File: src/logic/bftsu_pkg.sv
// bit-field test/set unit: shared constants, register map and types
// assumes a 16-bit data path and a 32-bit APB register bus
`default_nettype none
package bftsu_pkg;
  // ----------------------------------------------------------------
  // data and field widths
  // ----------------------------------------------------------------
  localparam int DATA_W = 16;
  localparam int ADDR_W = 16;
  localparam int FIELD_W = 5;
  localparam int SHORT_W = 6;
  localparam int CNT_W = 4;
  // ----------------------------------------------------------------
  // APB register byte offsets
  // ----------------------------------------------------------------
  localparam logic [7:0] OFS_CTRL = 8'h00;
  localparam logic [7:0] OFS_MASK = 8'h04;
  localparam logic [7:0] OFS_DEST = 8'h08;
  localparam logic [7:0] OFS_ADDR = 8'h0C;
  localparam logic [7:0] OFS_OPERAND = 8'h10;
  localparam logic [7:0] OFS_STATUS = 8'h14;
  localparam logic [7:0] OFS_INFO = 8'h18;
  // ----------------------------------------------------------------
  // field positions
  // ----------------------------------------------------------------
  localparam int CTRL_START = 0;
  localparam int CTRL_OP = 1;
  localparam int CTRL_MODE_LO = 2;
  localparam int CTRL_LIMIT = 6;
  localparam int DEST_SHORT_LO = 8;
  localparam int STAT_CARRY = 0;
  localparam int STAT_LIMIT = 6;
  localparam int INFO_BUSY = 0;
  localparam int INFO_DONE = 1;
  localparam int INFO_REFUSED = 2;
  localparam int INFO_CYC_LO = 4;
  localparam int INFO_WORDS_LO = 8;
  // ----------------------------------------------------------------
  // register destination codes and peripheral region
  // ----------------------------------------------------------------
  localparam logic [FIELD_W-1:0] FIELD_STATUS_WORD = 5'h19;
  localparam logic [FIELD_W-1:0] FIELD_HW_STACK = 5'h1F;
  localparam logic [ADDR_W-1:0] IO_BASE = 16'hFFC0;
  localparam logic [DATA_W-1:0] STATUS_RESET = 16'h0000;
  // ----------------------------------------------------------------
  // cycle and word costs
  // ----------------------------------------------------------------
  localparam logic [CNT_W-1:0] COST_SHORT = 4'h4;
  localparam logic [CNT_W-1:0] COST_LONG = 4'h6;
  localparam logic [1:0] WORDS_SHORT = 2'h2;
  localparam logic [1:0] WORDS_LONG = 2'h3;
  // ----------------------------------------------------------------
  // types
  // ----------------------------------------------------------------
  typedef enum logic [2:0] {
    MODE_REG, MODE_ABS_SHORT, MODE_IO_SHORT, MODE_IDX_R2, MODE_IDX_SP, MODE_ABS_LONG
  } bftsu_mode_e;
  typedef enum logic {OP_TEST_SET, OP_TEST_HIGH} bftsu_op_e;
endpackage : bftsu_pkg
`default_nettype wire

File: src/logic/bftsu_calc_if.sv
// bit-field test/set unit: link between sequencer and field calculator
// assumes both ends sit in the same clock domain
`default_nettype none
interface bftsu_calc_if;
  import bftsu_pkg::*;
  logic [DATA_W-1:0] operand;
  logic [DATA_W-1:0] mask;
  bftsu_op_e op;
  logic all_ones;
  logic [DATA_W-1:0] result;
  modport seq (output operand, output mask, output op, input all_ones, input result);
  modport calc (input operand, input mask, input op, output all_ones, output result);
endinterface : bftsu_calc_if
`default_nettype wire

File: src/logic/bftsu_field_calc.sv
// bit-field test/set unit: combinational mask test and set
// assumes operand and mask are stable while the sequencer samples
`default_nettype none
module bftsu_field_calc (
  bftsu_calc_if.calc cif // operand, mask and results
);
  import bftsu_pkg::*;
  // ----------------------------------------------------------------
  // test and merge
  // ----------------------------------------------------------------
  // an all-zero mask tests true and merges nothing
  assign cif.all_ones = ((cif.operand & cif.mask) == cif.mask);
  // only the set form changes data; the test form passes it through
  assign cif.result = (cif.op == OP_TEST_SET) ? (cif.operand | cif.mask) : cif.operand;
endmodule : bftsu_field_calc
`default_nettype wire

File: src/logic/bftsu_unit.sv
// bit-field test/set unit: APB slave, sequencer and data memory master
// assumes the memory port and APB run on i_ref_clk; memory answers with ack
`default_nettype none
// Notes on behaviour
// - test-and-set: carry when all masked bits one
// - then force masked bits one, write back
// - high-test: same carry, destination unchanged
// - high-test makes exactly two destination accesses
// - zero mask: destination unchanged, carry set
// - limit flag set on 36-bit limiting
// - status destination: mask only, no flag rules
// - costs 4/2, 6/2 indexed, 6/3 long
// - any register field except hardware stack
// - absolute short carries 6-bit data address
// - io short selects peripheral region word
// - test-and-set: one read then one write
module bftsu_unit (
  input wire logic i_ref_clk, // core clock, 40 MHz
  input wire logic i_rst_n, // async reset, active low
  input wire logic i_clk_en, // freezes all state when low
  input wire logic i_psel, // APB select
  input wire logic i_penable, // APB enable
  input wire logic i_pwrite, // APB direction
  input wire logic [7:0] i_paddr, // APB byte address
  input wire logic [31:0] i_pwdata, // APB write data
  output logic [31:0] o_prdata, // APB read data
  output logic o_pready, // APB ready
  output logic o_pslverr, // APB error on unmapped address
  output logic o_mem_req, // memory access request
  output logic o_mem_we, // memory write when high
  output logic [bftsu_pkg::ADDR_W-1:0] o_mem_addr, // memory word address
  output logic [bftsu_pkg::DATA_W-1:0] o_mem_wdata, // memory write data
  input wire logic [bftsu_pkg::DATA_W-1:0] i_mem_rdata, // memory read data
  input wire logic i_mem_ack, // memory access done
  output logic o_busy // instruction in flight
);
  import bftsu_pkg::*;

  typedef enum logic [2:0] {ST_IDLE, ST_RD1, ST_RD2, ST_WR, ST_HOLD} bftsu_state_e;

  // ----------------------------------------------------------------
  // reset release
  // ----------------------------------------------------------------
  logic rst_meta;
  logic rst_n;
  // release is synchronised so every flop leaves reset on the same edge
  always_ff @(posedge i_ref_clk or negedge i_rst_n) begin
    if (!i_rst_n) begin
      rst_meta <= 1'b0;
      rst_n <= 1'b0;
    end else begin
      rst_meta <= 1'b1;
      rst_n <= rst_meta;
    end
  end

  // ----------------------------------------------------------------
  // state
  // ----------------------------------------------------------------
  bftsu_state_e state;
  bftsu_state_e next_state;
  logic [DATA_W-1:0] mask_q;
  logic [DATA_W-1:0] dest_q;
  logic [ADDR_W-1:0] addr_q;
  logic [DATA_W-1:0] operand_q;
  logic [DATA_W-1:0] status_word;
  logic [CNT_W-1:0] cnt_q;
  logic [CNT_W-1:0] cost_q;
  logic [1:0] words_q;
  logic [2:0] ctrl_mode_q;
  logic op_q;
  logic limit_q;
  logic carry_q;
  logic done_q;
  logic refused_q;
  logic [1:0] acc_cnt;

  // ----------------------------------------------------------------
  // APB decode
  // ----------------------------------------------------------------
  wire apb_acc = i_psel & i_penable & i_clk_en;
  wire apb_wr = apb_acc & i_pwrite;
  wire sel_ctrl = (i_paddr == OFS_CTRL);
  wire sel_mask = (i_paddr == OFS_MASK);
  wire sel_dest = (i_paddr == OFS_DEST);
  wire sel_addr = (i_paddr == OFS_ADDR);
  wire sel_oper = (i_paddr == OFS_OPERAND);
  wire sel_stat = (i_paddr == OFS_STATUS);
  wire sel_info = (i_paddr == OFS_INFO);
  wire mapped = sel_ctrl | sel_mask | sel_dest | sel_addr | sel_oper | sel_stat | sel_info;
  wire busy = (state != ST_IDLE);
  // setup registers are locked while busy so the operation sees stable inputs
  wire wr_setup = apb_wr & ~busy;
  wire start = wr_setup & sel_ctrl & i_pwdata[CTRL_START];
  wire [2:0] wr_mode = i_pwdata[CTRL_MODE_LO +: 3];
  wire [FIELD_W-1:0] field = dest_q[FIELD_W-1:0];
  wire [SHORT_W-1:0] short_ofs = dest_q[DEST_SHORT_LO +: SHORT_W];
  wire is_reg = (ctrl_mode_q == MODE_REG);
  wire to_status = is_reg & (field == FIELD_STATUS_WORD);
  // the hardware stack is a legal field code but not a legal operand
  wire start_hws = start & (wr_mode == MODE_REG) & (dest_q[FIELD_W-1:0] == FIELD_HW_STACK);
  wire start_ok = start & ~start_hws;

  // ----------------------------------------------------------------
  // cost and address selection
  // ----------------------------------------------------------------
  function automatic logic is_long(input logic [2:0] m);
    is_long = (m == MODE_IDX_R2) | (m == MODE_IDX_SP) | (m == MODE_ABS_LONG);
  endfunction : is_long

  wire [CNT_W-1:0] start_cost = is_long(wr_mode) ? COST_LONG : COST_SHORT;
  wire [1:0] start_words = (wr_mode == MODE_ABS_LONG) ? WORDS_LONG : WORDS_SHORT;
  wire [ADDR_W-1:0] ofs_ext = {{(ADDR_W-SHORT_W){1'b0}}, short_ofs};
  wire [ADDR_W-1:0] ea_abs = ofs_ext;
  wire [ADDR_W-1:0] ea_io = IO_BASE | ofs_ext;
  wire [ADDR_W-1:0] ea_r2 = addr_q + ofs_ext;
  wire [ADDR_W-1:0] ea_sp = addr_q - ofs_ext;
  wire [ADDR_W-1:0] ea_sel = (wr_mode == MODE_ABS_SHORT) ? ea_abs :
                             (wr_mode == MODE_IO_SHORT) ? ea_io :
                             (wr_mode == MODE_IDX_R2) ? ea_r2 :
                             (wr_mode == MODE_IDX_SP) ? ea_sp : addr_q;

  // ----------------------------------------------------------------
  // access path
  // ----------------------------------------------------------------
  // register destinations complete an access in one cycle
  wire in_access = (state == ST_RD1) | (state == ST_RD2) | (state == ST_WR);
  wire acc_ack = in_access & (is_reg | i_mem_ack);
  wire [DATA_W-1:0] reg_rd = to_status ? status_word : operand_q;
  wire [DATA_W-1:0] acc_rdata = is_reg ? reg_rd : i_mem_rdata;
  wire cost_met = (cnt_q >= cost_q - 4'h1);
  wire commit = (state == ST_HOLD) & cost_met & i_clk_en;
  wire rd1_done = (state == ST_RD1) & acc_ack & i_clk_en;
  wire wr_done = (state == ST_WR) & acc_ack & i_clk_en;

  bftsu_calc_if cif ();
  assign cif.operand = acc_rdata;
  assign cif.mask = mask_q;
  assign cif.op = bftsu_op_e'(op_q);

  bftsu_field_calc u_calc (
    .cif(cif.calc)
  );

  // ----------------------------------------------------------------
  // sequencer
  // ----------------------------------------------------------------
  // read first, then write for set or re-read for test
  always_comb begin
    next_state = state;
    case (state)
      ST_IDLE: begin
        if (start_ok) begin
          next_state = ST_RD1;
        end
      end
      ST_RD1: begin
        if (acc_ack) begin
          next_state = (op_q == OP_TEST_SET) ? ST_WR : ST_RD2;
        end
      end
      ST_RD2: begin
        if (acc_ack) begin
          next_state = ST_HOLD;
        end
      end
      ST_WR: begin
        if (acc_ack) begin
          next_state = ST_HOLD;
        end
      end
      ST_HOLD: begin
        if (cost_met) begin
          next_state = ST_IDLE;
        end
      end
      default: begin
        next_state = ST_IDLE;
      end
    endcase
  end

  always_ff @(posedge i_ref_clk or negedge rst_n) begin
    if (!rst_n) begin
      state <= ST_IDLE;
    end else if (i_clk_en) begin
      state <= next_state;
    end
  end

  // cycle counter; a slow memory stretches the cost, never shortens it
  always_ff @(posedge i_ref_clk or negedge rst_n) begin
    if (!rst_n) begin
      cnt_q <= '0;
    end else if (i_clk_en) begin
      cnt_q <= (start_ok | ~busy) ? '0 : cnt_q + 4'h1;
    end
  end

  // ----------------------------------------------------------------
  // operation setup registers
  // ----------------------------------------------------------------
  always_ff @(posedge i_ref_clk or negedge rst_n) begin
    if (!rst_n) begin
      mask_q <= '0;
      dest_q <= '0;
      addr_q <= '0;
      op_q <= 1'b0;
      ctrl_mode_q <= '0;
      limit_q <= 1'b0;
    end else if (wr_setup) begin
      if (sel_mask) begin
        mask_q <= i_pwdata[DATA_W-1:0];
      end else if (sel_dest) begin
        dest_q <= i_pwdata[DATA_W-1:0];
      end else if (sel_addr) begin
        addr_q <= i_pwdata[ADDR_W-1:0];
      end else if (sel_ctrl) begin
        op_q <= i_pwdata[CTRL_OP];
        ctrl_mode_q <= wr_mode;
        limit_q <= i_pwdata[CTRL_LIMIT];
      end
    end
  end

  // launch values and results captured on the first read
  always_ff @(posedge i_ref_clk or negedge rst_n) begin
    if (!rst_n) begin
      o_mem_addr <= '0;
      o_mem_wdata <= '0;
      carry_q <= 1'b0;
      cost_q <= COST_SHORT;
      words_q <= WORDS_SHORT;
    end else if (start_ok) begin
      o_mem_addr <= ea_sel;
      cost_q <= start_cost;
      words_q <= start_words;
    end else if (rd1_done) begin
      carry_q <= cif.all_ones;
      o_mem_wdata <= cif.result;
    end
  end

  // ----------------------------------------------------------------
  // destination registers and flags
  // ----------------------------------------------------------------
  // engine writes take priority; software cannot write them while busy
  always_ff @(posedge i_ref_clk or negedge rst_n) begin
    if (!rst_n) begin
      operand_q <= '0;
      status_word <= STATUS_RESET;
    end else if (wr_done & is_reg) begin
      if (to_status) begin
        status_word <= o_mem_wdata;
      end else begin
        operand_q <= o_mem_wdata;
      end
    end else if (commit & ~to_status) begin
      status_word[STAT_CARRY] <= carry_q;
      if (limit_q) begin
        status_word[STAT_LIMIT] <= 1'b1;
      end
    end else if (wr_setup & sel_oper) begin
      operand_q <= i_pwdata[DATA_W-1:0];
    end else if (wr_setup & sel_stat) begin
      status_word <= i_pwdata[DATA_W-1:0];
    end
  end

  // done and refused are sticky; a new completion beats a clear
  always_ff @(posedge i_ref_clk or negedge rst_n) begin
    if (!rst_n) begin
      done_q <= 1'b0;
      refused_q <= 1'b0;
    end else if (i_clk_en) begin
      if (commit | start_hws) begin
        done_q <= 1'b1;
      end else if (apb_wr & sel_info & i_pwdata[INFO_DONE]) begin
        done_q <= 1'b0;
      end
      if (start_hws) begin
        refused_q <= 1'b1;
      end else if (start_ok) begin
        refused_q <= 1'b0;
      end
    end
  end

  // ----------------------------------------------------------------
  // outputs
  // ----------------------------------------------------------------
  // memory is only touched for memory destinations
  assign o_mem_req = in_access & ~is_reg;
  assign o_mem_we = (state == ST_WR) & ~is_reg;
  assign o_busy = busy;
  assign o_pready = i_clk_en;
  assign o_pslverr = i_psel & i_penable & ~mapped;

  // read data is registered to keep the bus output glitch free
  wire [31:0] info_word = {22'h0, words_q, cnt_q, 1'b0, refused_q, done_q, busy};
  wire [31:0] rd_mux = sel_ctrl ? {25'h0, limit_q, 1'b0, ctrl_mode_q, op_q, 1'b0} :
                       sel_mask ? {16'h0, mask_q} :
                       sel_dest ? {16'h0, dest_q} :
                       sel_addr ? {16'h0, addr_q} :
                       sel_oper ? {16'h0, operand_q} :
                       sel_stat ? {16'h0, status_word} :
                       sel_info ? info_word : 32'h0;
  always_ff @(posedge i_ref_clk or negedge rst_n) begin
    if (!rst_n) begin
      o_prdata <= '0;
    end else if (i_clk_en & i_psel & ~i_penable & ~i_pwrite) begin
      o_prdata <= rd_mux;
    end
  end

  // ----------------------------------------------------------------
  // assertion helpers
  // ----------------------------------------------------------------
  // counts completed destination accesses of the current operation
  always_ff @(posedge i_ref_clk or negedge rst_n) begin
    if (!rst_n) begin
      acc_cnt <= '0;
    end else if (i_clk_en) begin
      if (start_ok) begin
        acc_cnt <= '0;
      end else if (acc_ack) begin
        acc_cnt <= acc_cnt + 2'h1;
      end
    end
  end
endmodule : bftsu_unit
`default_nettype wire

File: config.mk
export PLATFORM = sky130hd
export DESIGN_NAME = bftsu_unit
export DESIGN_NICKNAME = d
export VERILOG_FILES = /design/src/logic/bftsu_pkg.sv /design/src/logic/bftsu_calc_if.sv /design/src/logic/bftsu_field_calc.sv /design/src/logic/bftsu_unit.sv
export SDC_FILE = /design/constraint.sdc
export NUM_CORES = 1
export LEC_CHECK = 0
export ABC_CLOCK_PERIOD_IN_PS = 8800
export BUFFER_PORTS_ARGS = -buffer_cell sky130_fd_sc_hd__buf_2
export CAP_MARGIN = 30
export CORE_MARGIN = 5
export CORE_UTILIZATION = 60
export CTS_CLUSTER_DIAMETER = 200
export DETAILED_ROUTE_END_ITERATION = 8
export PLACE_DENSITY = 0.93
export RECOVER_POWER = 100
export SLEW_MARGIN = 5
export SYNTH_ARGS = -nofsm -noshare
export SYNTH_HDL_FRONTEND = slang
export SYNTH_SLANG_ARGS = --single-unit
File: constraint.sdc
create_clock -name i_ref_clk -period 8.8 [get_ports i_ref_clk]
set_input_delay 0.88 -clock i_ref_clk [delete_from_list [all_inputs] [get_ports i_ref_clk]]
set_output_delay 0.88 -clock i_ref_clk [all_outputs]
set_load 0.1 [all_outputs]
; Word level (Yosys, flattened, before mapping)
; Cells that the tools add are included.
[totals]
regBits = 167
in_bits = 63
out_inout_bits = 69
wordCells = 173
[op_classes]
add_sub_neg = 4
n_lt_le_gt_ge = 1
eq_ne = 28
n_mux = 40
n_bitwise = 55
n_reduce_logical = 23
[ops]
columns = op, n
row1 = 2-to-1 mux 16 bit, 21
row2 = AND 1 bit, 29
row3 = == test 8 x 5 -> 1 bit (second input constant), 3
row4 = adder 16 x 6 -> 16 bit, 1
row5 = AND 16 bit, 1
row6 = == test 16 bit, 1
row7 = == test 8 x 4 -> 1 bit (second input constant), 2
row8 = OR 16 bit, 1
row9 = subtractor 16 x 6 -> 16 bit, 1
row10 = != test 2 bit (second input constant), 7
row11 = OR 1 bit, 13
row12 = == test 3 x 2 -> 1 bit (second input constant), 4
row13 = 2-to-1 mux 3 bit, 4
row14 = case mux 3 bit (4 select lines), 1
row15 = AND reduction 4 bit, 3
row16 = NOT 1 bit, 11
row17 = == test 5 bit (second input constant), 2
row18 = 2-to-1 mux 10 bit, 1
row19 = AND reduction 5 bit, 2
row20 = == test 3 bit (second input constant), 3
row21 = logical NOT 3 bit, 3
row22 = 2-to-1 mux 1 bit, 9
row23 = 2-to-1 mux 9 bit, 1
row24 = AND reduction 3 bit, 3
row25 = 15 further kinds, 24

; Depth between registers and ports, before layout
; Gate-level depths: netlist (run 1).
[depth]
ltp_word = 12
ltp_mapped = 9
ltp_nobuf = 9

; By module
; Synthesis (run 1) repeated with hierarchy kept, for this count alone.
[hier_totals]
hier_cells = 894
hier_area_um2 = 8559.5
[modules_own_cells]
columns = mod, instances, cells_per_inst, area_per_inst_um2, seq_area_each_um2
row1 = bftsu_unit, 1, 855, 8281.7, 3678.5
row2 = bftsu_field_calc, 1, 39, 277.8, 0.0

; Worst setup path before layout (run 1)
; No wires, ideal clock.
[synth_timing]
path_kind = input to output
from = in i_paddr[4]
to = out o_pslverr
arrival_time_ns = 3.021
t_required_ns = 7.920
slack_ns = 4.899
stages = 4
n_path_buf = 2
path_cell_list = clkbuf_1 > clkbuf_1 > nand3_1 > a21oi_1
[synth_between]
elab_chain_len = 9
elab_cells_between_ends = 15
classes_between = eq/ne: 6 / bitwise: 8 / reduce/logical: 1
[synth_rtl]
columns = item, line_no
row1 = "start, declared", bftsu_unit.sv:24  ; input wire logic [7:0] i_paddr,
row2 = == test 8 x 3 -> 1 bit / logical NOT 8 bit (equally long branches), "bftsu_unit.sv:84, bftsu_unit.sv:83"
row3 = OR 1 bit (5 in series), bftsu_unit.sv:90  ; wire mapped = sel_ctrl | sel_mask | sel_dest | sel_addr | sel_oper | sel_stat | sel_info;
row4 = OR 1 bit (*), bftsu_unit.sv:90
row5 = NOT 1 bit (*), bftsu_unit.sv:297  ; assign o_pslverr = i_psel & i_penable & ~mapped;
row6 = AND 1 bit (*), bftsu_unit.sv:297
row7 = "end, declared", bftsu_unit.sv:28  ; output logic o_pslverr,
; Mark *: on every way between the ends. The rest lies on a longest branch, timed or not.

; Worst setup path in the final report (run 1)
[layout_timing]
from = reg state[1]
to = reg o_mem_addr[13] (netlist name)
[layout_between]
elab_chain_len = 9
[layout_rtl]
columns = item, line_no
row1 = "start, declared", bftsu_unit.sv:60  ; bftsu_state_e state;
row2 = "start signal, assigned", bftsu_unit.sv:187  ; state <= next_state;
row3 = nonzero test 3 bit (*), bftsu_unit.sv:91  ; wire busy = (state != ST_IDLE);
row4 = NOT 1 bit (*), bftsu_unit.sv:93  ; wire wr_setup = apb_wr & ~busy;
row5 = AND 1 bit (*), bftsu_unit.sv:93
row6 = AND 1 bit (*) (2 in series), bftsu_unit.sv:94  ; wire start = wr_setup & sel_ctrl & i_pwdata[CTRL_START];
row7 = AND 1 bit (2 in series), bftsu_unit.sv:101  ; wire start_hws = start & (wr_mode == MODE_REG) & (dest_q[FIELD_W-1:0] == FIELD_HW_STACK);
row8 = NOT 1 bit, bftsu_unit.sv:102  ; wire start_ok = start & ~start_hws;
row9 = AND 1 bit (*), bftsu_unit.sv:102
row10 = "end signal, assigned", bftsu_unit.sv:235  ; o_mem_addr <= ea_sel;
row11 = "end, declared", bftsu_unit.sv:31  ; output logic [bftsu_pkg::ADDR_W-1:0] o_mem_addr,
; Marks and branches as above.
; A chain may end at the register's enable or synchronous reset.

==> flow_summary.toml, run 1 <==
[route]
drtPass1Iterations = 5
vias_per_cell = 6.53
wirelength_um = 25500
drt_iter0_drc = 998
drcViolationCount = 0
routedWlPerCell_um = 21.6
antenna_left = 0
dr_total_vias = 7700

[critical_path]
crit_chain = "nor3_1 -> inv_1 -> nor2_1 -> nand4_1 -> nor4b_1 -> a21oi_1 -> o31ai_1"
crit_slowest_cell = "nor4b_1"
cp.arrival_ns = 5.26
worstRegToRegCells = 7
crit_type = "reg2reg"
cp_slowest_stage_delay_ns = 1.69
crit_fanout = 28
r2r_slack_ns = 3.88
critPathLaunchType = "flip-flop"
rr_startpoint = "state[1]"
reg2reg_to = "o_mem_addr[13]"
cp.required_ns = 9.14
cp-end-kind = "flip-flop"

[die]
die_area_mm2 = 0.0170
die_h_um = 130
start_util_pct = 60.5
std_cell_rows = 44
io_pins = 132
coreArea_mm2 = 0.0144
die_w_um = 130

[global_routing]
track_usage_pct = 30.9
grt_pass1_wl_um = 40200
grt_pass1_vias = 7411
gr-total-overflow = 0
top_usage_layer = "met2"
met2_usage_pct = 48.4
grt_max_degree = 59
grt_antenna_before_repair = 0
gr-usage-met1_pct = 41.0
grtUsageMet3_pct = 6.79

[clocking]
cts_max_level = 4
cts_resized = 0
cts_setup_buffers = 0
numCtsBuffers = 17
cts_tree = "built"
clkTransAtPathRegs_ns = 0.06
clk_latency_ns = 0.43
cts.sinks = 147
hold_buffers = 0
root_buffer = "clkbuf_16"
cts.path.max_buffers = 2

[final_layout]
design_area_mm2 = 0.00956
drive_above_1_share_pct = 14.6
fin_cells = 1179
fillers = 1133
antennaDiodeCount = 0
most-common-layout-cells = "dfrtp_1 (147), nand2_1 (84), nor2_1 (81)"
nets = 1062
flow.area_growth_from_synthesis_pct = 9.88
multiInputGateArea_mm2 = 0.00446
seq_area_mm2 = 0.00368
final_common_cell = "dfrtp_1"

[power_and_ir_drop]
p_per_area_mw_per_mm2 = 165
peakVddDrop_uv = 134
p_leak_nw = 4.39

[timing]
timing.fmax_ghz = 0.203
fin_crit_ns = 4.92
fin_skew_ns = 0.00836
fin_setup_tns_ns = 0
finalSetupViolations = 0
max_slew_margin_pct = -58.1
min_period_over_period_pct = 55.9
drv_slew = 206
rsz0062_at_grt = "false"
tightest_slew_ns = 2.37
finalHoldViolations = 0

[job]
maxCapViolations = 6

[synthesis]
yosysSeqAreaShare_pct = 42.3
avgSynthCellArea_um2 = 9.53
synth.distinct_cells = 78
synth_flop_cell = "dfrtp_1"
synthCells = 913
yosys_warnings = 0
syn_area_mm2 = 0.00870
ys_ff_latch = 147
synth_edf_count = 0
async_flop_share_pct = 100

[placement]
dp_cells = 1147
place_area_mm2 = 0.00918
gp_congestion = 0.943
io_buffers = 99
dp_hpwl_um = 18500

[status]
violations = "capacitance limit, slew limit"
status = "finished with violations"

[hold_path]
hp-class = "in2async"
layout make-up:
cell class,instances,share of cell area [%]
inverters,35,1.37
repair buffers,107,5.11
well taps,184,2.41
clock inverters,13,1.34
multi-input cells,674,46.7
flip-flops and latches,147,38.5
clock buffers,19,4.63
cell families after synthesis:
logic type      count (synthesis)  share of synthesized area, %
simple gates                  268                          15.6
compound gates                261                          19.4
flops                         147                          42.3
buf+inv                       107                          6.07
mux                           100                          12.8
fa+ha+maj                      17                          2.62
xor+xnor                       11                          1.11
other cells                     2                        0.0863
Yosys cell counts (14+ instances only):
cell type | n | area share, %
buf_4 | 18 | 1.6
a21oi_1 | 61 | 3.5
mux2_2 | 52 | 6.7
o31ai_1 | 14 | 1.2
nor3_1 | 18 | 1.0
dfrtp_1 | 147 | 42
clkbuf_1 | 24 | 1.0
inv_1 | 34 | 1.5
o21ai_0 | 67 | 3.9
buf_2 | 17 | 0.98
nand2_1 | 81 | 3.5
nand3_1 | 16 | 0.92
o22ai_1 | 21 | 1.5
mux2i_1 | 37 | 4.3
nor2_1 | 80 | 3.5
ha_1 | 15 | 2.2
a221oi_1 | 25 | 2.5
flip-flops by register name, indices dropped and copies added, names as in the netlist, 4 cells and up:
name,count
addr_q,16
cif.mask,16
cnt_q,4
dest_q,16
o_mem_addr,16
o_mem_wdata,16
o_prdata,16
operand_q,16
status_word,16
critical path, delay by kind of cell (launching register included):
family          cells  cell delay (ns)
flops               1             0.45
simple gates        4             3.93
buf+inv             1             0.24
compound gates      2             0.19
power by group:
part | internal (mW) | switching (mW)
clock | 0.401 | 0.307
sequential | 0.685 | 0.0160
combinational | 0.0375 | 0.132
layer usage:
metal | wire, um | part of all wire, %
met5 | 0 | 0
met4 | 1140 | 4.5
met3 | 2420 | 9.5
met2 | 11900 | 47
met1 | 10100 | 39
through the flow:
stage | worst slack (ns) | util, % | power, mW | hold WS [ns]
floorplan | 4.40 | - | 0.843 | 0.331
detailed placement | 5.55 | 63.9 | 0.884 | 0.336
global route | 3.23 | 66.5 | 1.63 | 0.210
finish | 3.88 | 66.5 | 1.58 | 0.217
CTS | 5.64 | 67.9 | 1.58 | 0.212
global placement | 5.54 | 63.6 | 0.880 | 0.344
worst max path at each step:
stage,startpoint,to,cells after the start
2_1_floorplan,rst_n,addr_q[0],0
3_3_place_gp,i_paddr[4],o_mem_addr[13],7
3_5_place_dp,i_paddr[4],o_mem_addr[7],7
4_1_cts,i_paddr[1],o_pslverr,5
5_1_grt,state[1],o_mem_addr[9],7
6_report,state[1],o_mem_addr[13],7
Power figures use the tool's default switching activity.
==> inputs of run 2 (changes only) <==
--- a/config.mk
+++ b/config.mk
@@ -5,14 +5,15 @@
 export SDC_FILE = /design/constraint.sdc
 export NUM_CORES = 1
 export LEC_CHECK = 0
-export ABC_CLOCK_PERIOD_IN_PS = 8800
+export ABC_AREA = 1
+export ABC_CLOCK_PERIOD_IN_PS = 5120
 export BUFFER_PORTS_ARGS = -buffer_cell sky130_fd_sc_hd__buf_2
 export CAP_MARGIN = 30
 export CORE_MARGIN = 5
-export CORE_UTILIZATION = 60
+export CORE_UTILIZATION = 58
 export CTS_CLUSTER_DIAMETER = 200
 export DETAILED_ROUTE_END_ITERATION = 8
-export PLACE_DENSITY = 0.93
+export PLACE_DENSITY = 0.91
 export RECOVER_POWER = 100
 export SLEW_MARGIN = 5
 export SYNTH_ARGS = -nofsm -noshare
==> constraint.sdc (replaced) <==
create_clock -name i_ref_clk -period 5.12 [get_ports i_ref_clk]
set_input_delay 0.512 -clock i_ref_clk [delete_from_list [all_inputs] [get_ports i_ref_clk]]
set_output_delay 0.512 -clock i_ref_clk [all_outputs]
set_load 0.1 [all_outputs]
==> run 2 against run 1 <==
Net effect: the run still ends with capacitance limit, slew limit left; routed wire length up 1.5%; worst hold slack better by 0.13 ns; global-route usage about the same; synthesized area down 2.3%; clock-buffer cell count up 3; synthesized cell count up 23%; clock skew down 0.0014 ns; combinational power rose to 7.1 times the previous value; sequential cell count unchanged; register-to-register slack worse by 2.6 ns; sequential share of layout area up 0.59 points; critical path depth down 2; critical endpoint is now o_mem_req.
==> flow_summary.toml, run 2 <==
[route]
wirelength_um = 25900
dr_total_vias = 8465
antenna_left = 0
routedWlPerCell_um = 18.5
drtPass1Iterations = 6
drcViolationCount = 0
drt_iter0_drc = 1258
vias_per_cell = 6.04

[final_layout]
fin_cells = 1401
multiInputGateArea_mm2 = 0.00404
final_common_cell = "nand2_1"
post-route-util_pct = 65.0
fillers = 1281
nets = 1285
seq_area_mm2 = 0.00368
flow.area_growth_from_synthesis_pct = 10.7
antennaDiodeCount = 0
most-common-layout-cells = "nand2_1 (333), dfrtp_1 (147), o21ai_0 (124)"
design_area_mm2 = 0.00941
drive_above_1_share_pct = 9.70

[synthesis]
async_flop_share_pct = 100
synth_most_common_cell = "nand2_1"
synth.distinct_cells = 49
avgSynthCellArea_um2 = 7.55
yosysSeqAreaShare_pct = 43.3
synthTopCellsByCount = "nand2_1 (330), dfrtp_1 (147), o21ai_0 (110)"
synth_area_leader_cell = "dfrtp_1"
synth_flop_cell = "dfrtp_1"
synth_edf_count = 0
synth.top_cell.area_share_pct = 43.3
ys_ff_latch = 147
synthCells = 1126
syn_area_mm2 = 0.00850
synth.area.top_cells = "dfrtp_1 (43%), nand2_1 (15%), o21ai_0 (6.5%)"
yosys_warnings = 0

[global_routing]
grt_max_degree = 77
gr-total-overflow = 0
grt_antenna_before_repair = 0
grt_pass1_wl_um = 40500
track_usage_pct = 30.8
grt_pass1_vias = 7958

[timing]
fin_setup_tns_ns = 0
holdWs_ns = 0.348
drv_slew = 73
timing.fmax_ghz = 0.255
tightest_slew_ns = 2.23
max_slew_margin_pct = -48.7
fin_ws_ns = 1.19
fin_crit_ns = 3.93
finalHoldViolations = 0
finalSetupViolations = 0
min_period_over_period_pct = 76.7
fin_skew_ns = 0.00693
rsz0062_at_grt = "false"

[power_and_ir_drop]
p_per_area_mw_per_mm2 = 415
p_leak_nw = 4.66
peakVddDrop_uv = 548
fin_total_pwr_mw = 3.91

[die]
die_area_mm2 = 0.0172
die_h_um = 131
std_cell_rows = 44
die_w_um = 131
coreArea_mm2 = 0.0145
start_util_pct = 58.7
io_pins = 132

[clocking]
clkTransAtPathRegs_ns = 0.06
cts.path.max_buffers = 2
clk_latency_ns = 0.43
cts_max_level = 4
numCtsBuffers = 17
cts_setup_buffers = 0
root_buffer = "clkbuf_16"
cts.sinks = 147
cts_resized = 0
cts_tree = "built"

[critical_path]
critPathLaunchType = "flip-flop"
crit_fanout = 20
crit_top_cell = "inv_1"
cp-end-kind = "primary output"
crit_type = "reg2out"
cp_slowest_stage_delay_ns = 0.89
worstRegToRegCells = 6
crit_slowest_cell = "clkbuf_1"
cp.required_ns = 4.61
crit_chain = "inv_1 -> nand3_1 -> inv_1 -> nor2_1 -> clkbuf_1"
cp.arrival_ns = 3.42

[status]
status = "finished with violations"
violations = "capacitance limit, slew limit"

[placement]
gp_congestion = 0.964
post-place-ws_ns = 2.28
io_buffers = 99
dp_hpwl_um = 18400
place_area_mm2 = 0.00896
dp_cells = 1368

[job]
maxCapViolations = 2

[hold_path]
hp-class = "reg2reg"
hold_depth = 0
[run 2: cells by family after synthesis]
| logic type | after synthesis | synth area share, % |
|---|---|---|
| buffers and inverters | 167 | 8.99 |
| AND/OR/NAND/NOR | 514 | 25.6 |
| adder cells (fa/ha/maj) | 17 | 2.68 |
| AO/OA/AOI/OAI | 273 | 18.8 |
| flip-flops | 147 | 43.3 |
| other | 2 | 0.0884 |
| XOR/XNOR | 6 | 0.618 |
[run 2: final timing paths]
check                                from        endpoint  slack [ns]
max                        ctrl_mode_q[1]       o_mem_req        1.19
min                              rst_meta           rst_n        0.35
max reg2reg                ctrl_mode_q[0]  status_word[8]        1.32
min reg2reg                      rst_meta           rst_n        0.35
max in group asynchronous           rst_n    operand_q[4]        1.79
min in group asynchronous           rst_n      dest_q[11]        0.38
[run 2: worst max-delay path: cells and delay by family, from the launching register on]
kind,cells,cell delay (ns)
buffers and inverters,3,1.58
AND/OR/NAND/NOR,2,1.04
flip-flops,1,0.35
[run 2: cell type report]
class,count,share of cell area (%)
inverters,105,4.19
well taps,184,2.45
flip-flops and latches,147,39.1
clock inverters,9,0.837
multi-input cells,827,43.0
clock buffers,22,5.14
repair buffers,107,5.34
[run 2: repair_timing]
item | 4_1_cts | 5_1_grt
hold endpoints to repair | 2 | 0
setup endpoints to repair | 0 | 0
hold buffers | 1 | 0
[run 2: where the power goes]
group,total (mW),internal (mW),switching [mW]
clock,1.21,0.714,0.496
combinational,1.21,0.239,0.975
sequential,1.49,1.33,0.160
[run 2: layer usage]
metal  GRT usage, %  wire, um  vias up
met5              0         0        -
met4           14.5      1180        0
met3           6.04      2810      111
met2           48.4     11900      584
met1           41.4     10000     3943
li1               -         -     3827
==> inputs of run 3 (changes only) <==
--- a/config.mk
+++ b/config.mk
@@ -6,14 +6,14 @@
 export NUM_CORES = 1
 export LEC_CHECK = 0
 export ABC_AREA = 1
-export ABC_CLOCK_PERIOD_IN_PS = 5120
+export ABC_CLOCK_PERIOD_IN_PS = 3200
 export BUFFER_PORTS_ARGS = -buffer_cell sky130_fd_sc_hd__buf_2
 export CAP_MARGIN = 30
 export CORE_MARGIN = 5
-export CORE_UTILIZATION = 58
+export CORE_UTILIZATION = 52
 export CTS_CLUSTER_DIAMETER = 200
 export DETAILED_ROUTE_END_ITERATION = 8
-export PLACE_DENSITY = 0.91
+export PLACE_DENSITY = 0.87
 export RECOVER_POWER = 100
 export SLEW_MARGIN = 5
 export SYNTH_ARGS = -nofsm -noshare
==> constraint.sdc (replaced) <==
create_clock -name i_ref_clk -period 3.2 [get_ports i_ref_clk]
set_input_delay 0.32 -clock i_ref_clk [delete_from_list [all_inputs] [get_ports i_ref_clk]]
set_output_delay 0.32 -clock i_ref_clk [all_outputs]
set_load 0.1 [all_outputs]
==> run 3 against run 2 <==
Net effect: register-to-register slack lost 0.75 ns; sequential power rose by 61%; clock power increased by 55%; first-iteration DRC count is 13% higher; critical path depth is the same; critical path type unchanged; the run now ends clean; clock-buffer cell count did not move; highest routed layer unchanged; die area increased by 11%; critical endpoint unchanged; worst setup slack worse by 0.78 ns.
==> flow_summary.toml, run 3 (synthesis results as in run 2) <==
[status]
status = "finished clean"

[global_routing]
gr-total-overflow = 0
met2_usage_pct = 42.2
top_usage_layer = "met2"
track_usage_pct = 27.1
grt_pass1_vias = 7511
grt_antenna_before_repair = 0
grtUsageMet3_pct = 6.03
grt_max_degree = 53
grt_pass1_wl_um = 39500
gr-usage-met1_pct = 37.1

[clocking]
cts_max_level = 4
root_buffer = "clkbuf_16"
clkTransAtPathRegs_ns = 0.06
cts_tree = "built"
numCtsBuffers = 17
cts_setup_buffers = 0
clk_latency_ns = 0.43
cts.path.max_buffers = 2
cts.sinks = 147

[critical_path]
critical-path-top-delay-family = "buffers and inverters"
cp-end-kind = "primary output"
cp.required_ns = 2.88
crit_chain = "inv_1 -> nand3_1 -> inv_2 -> nor2_1 -> buf_2"
crit_fanout = 19
crit_buf_inv = 3
crit_slowest_cell = "inv_2"
critPathLaunchType = "flip-flop"
cp.arrival_ns = 2.47
cp_slowest_stage_delay_ns = 0.60
crit_type = "reg2out"

[die]
die_h_um = 138
io_pins = 132
die_w_um = 138
die_area_mm2 = 0.0190
start_util_pct = 53.3
coreArea_mm2 = 0.0159
std_cell_rows = 46

[final_layout]
antennaDiodeCount = 0
nets = 1289
most-common-layout-cells = "nand2_1 (331), dfrtp_1 (146), o21ai_0 (120)"
post-route-util_pct = 59.4
final_common_cell = "nand2_1"
flow.area_growth_from_synthesis_pct = 11.4
drive_above_1_share_pct = 10.9
fillers = 1490
fin_cells = 1438

[job]
maxCapViolations = 0

[timing]
holdWs_ns = 0.203
fin_skew_ns = 0.00919
timing.fmax_ghz = 0.358
rsz0062_at_grt = "false"
max_slew_margin_pct = 12.6
fin_crit_ns = 2.79
drv_slew = 0
min_period_over_period_pct = 87.3
fin_setup_tns_ns = 0
tightest_slew_ns = 1.31
finalSetupViolations = 0
finalHoldViolations = 0

[placement]
dp_hpwl_um = 18500
gp_congestion = 0.953
io_buffers = 99
dp_cells = 1405

[power_and_ir_drop]
peakVddDrop_uv = 902
p_per_area_mw_per_mm2 = 654
p_leak_nw = 4.66

[route]
wirelength_um = 25500
drt_iter0_drc = 1417
antenna_left = 0
drcViolationCount = 0
vias_per_cell = 5.75
dr_total_vias = 8273
drtPass1Iterations = 6
routedWlPerCell_um = 17.7

[hold_path]
hp-class = "in2async"
-- run 3: cell count changes in the layout (fill, tap and decap cells not counted), moves of 3 or more --
cell | before | now
buf_4 | 4 | 7
a21oi_2 | 15 | 12
o21ai_0 | 124 | 120
clkinv_2 | 5 | 2
clkbuf_2 | 0 | 3
inv_1 | 98 | 94
a21oi_1 | 76 | 79
inv_2 | 6 | 10
-- run 3: path summary, 6_finish.rpt --
path	startpoint	end	slack (ns)	cells after the start
min reg2reg	rst_meta	rst_n	0.36	0
min	i_rst_n	rst_meta	0.20	2
min in group i_ref_clk	i_clk_en	cnt_q[3]	0.21	2
max in group asynchronous	rst_n	status_word[1]	1.09	1
max	ctrl_mode_q[2]	o_mem_req	0.41	5
max reg2reg	ctrl_mode_q[2]	carry_q	0.57	9
-- run 3: worst register-to-register path, stage by stage (launching register included) --
cell	delay (ns)
dfrtp_1	0.38
inv_1	0.08
nand3_1	0.58
inv_2	0.60
or2_0	0.20
nand2_1	0.15
buf_4	0.25
a21oi_1	0.16
nand2_1	0.07
o21bai_1	0.12
-- run 3: power breakdown --
group,total [mW],internal [mW],switching (mW)
Clock,1.87,1.06,0.818
Combinational,1.93,0.379,1.55
Sequential,2.40,2.12,0.274
-- run 3: layer usage --
layer / up-vias / share of wire, %
li1: 3848 / -
met1: 3865 / 41
met2: 496 / 46
met3: 64 / 10
met4: 0 / 2.9
met5: - / 0
-- run 3: final cells by class --
cell class                 count  area (um^2)  area share, %
multi-input combinational    827         4060           42.9
clock buffer                  22          474           5.01
inverter                     105          394           4.16
clock inverter                10         75.1          0.793
timing repair buffer         111          512           5.41
sequential                   147         3680           38.9
tap                          216          270           2.85
-- run 3: what timing repair did --
action	4_1_cts	5_1_grt
endpoints found under the hold margin	2	0
hold buffers	1	0
setup endpoints to repair	0	0
gates resized for setup	0	0
-- run 3: per-stage QoR --
stage | setup WS [ns] | total power, mW | instance area (um^2)
5_1_grt | 0.319 | 6.44 | 9470
2_1_floorplan | 0.643 | 3.98 | 8560
4_1_cts | 0.774 | 6.24 | 9610
3_5_place_dp | 0.818 | 4.39 | 9050
3_3_place_gp | 0.850 | 4.32 | 9050
6_report | 0.408 | 6.20 | 9470
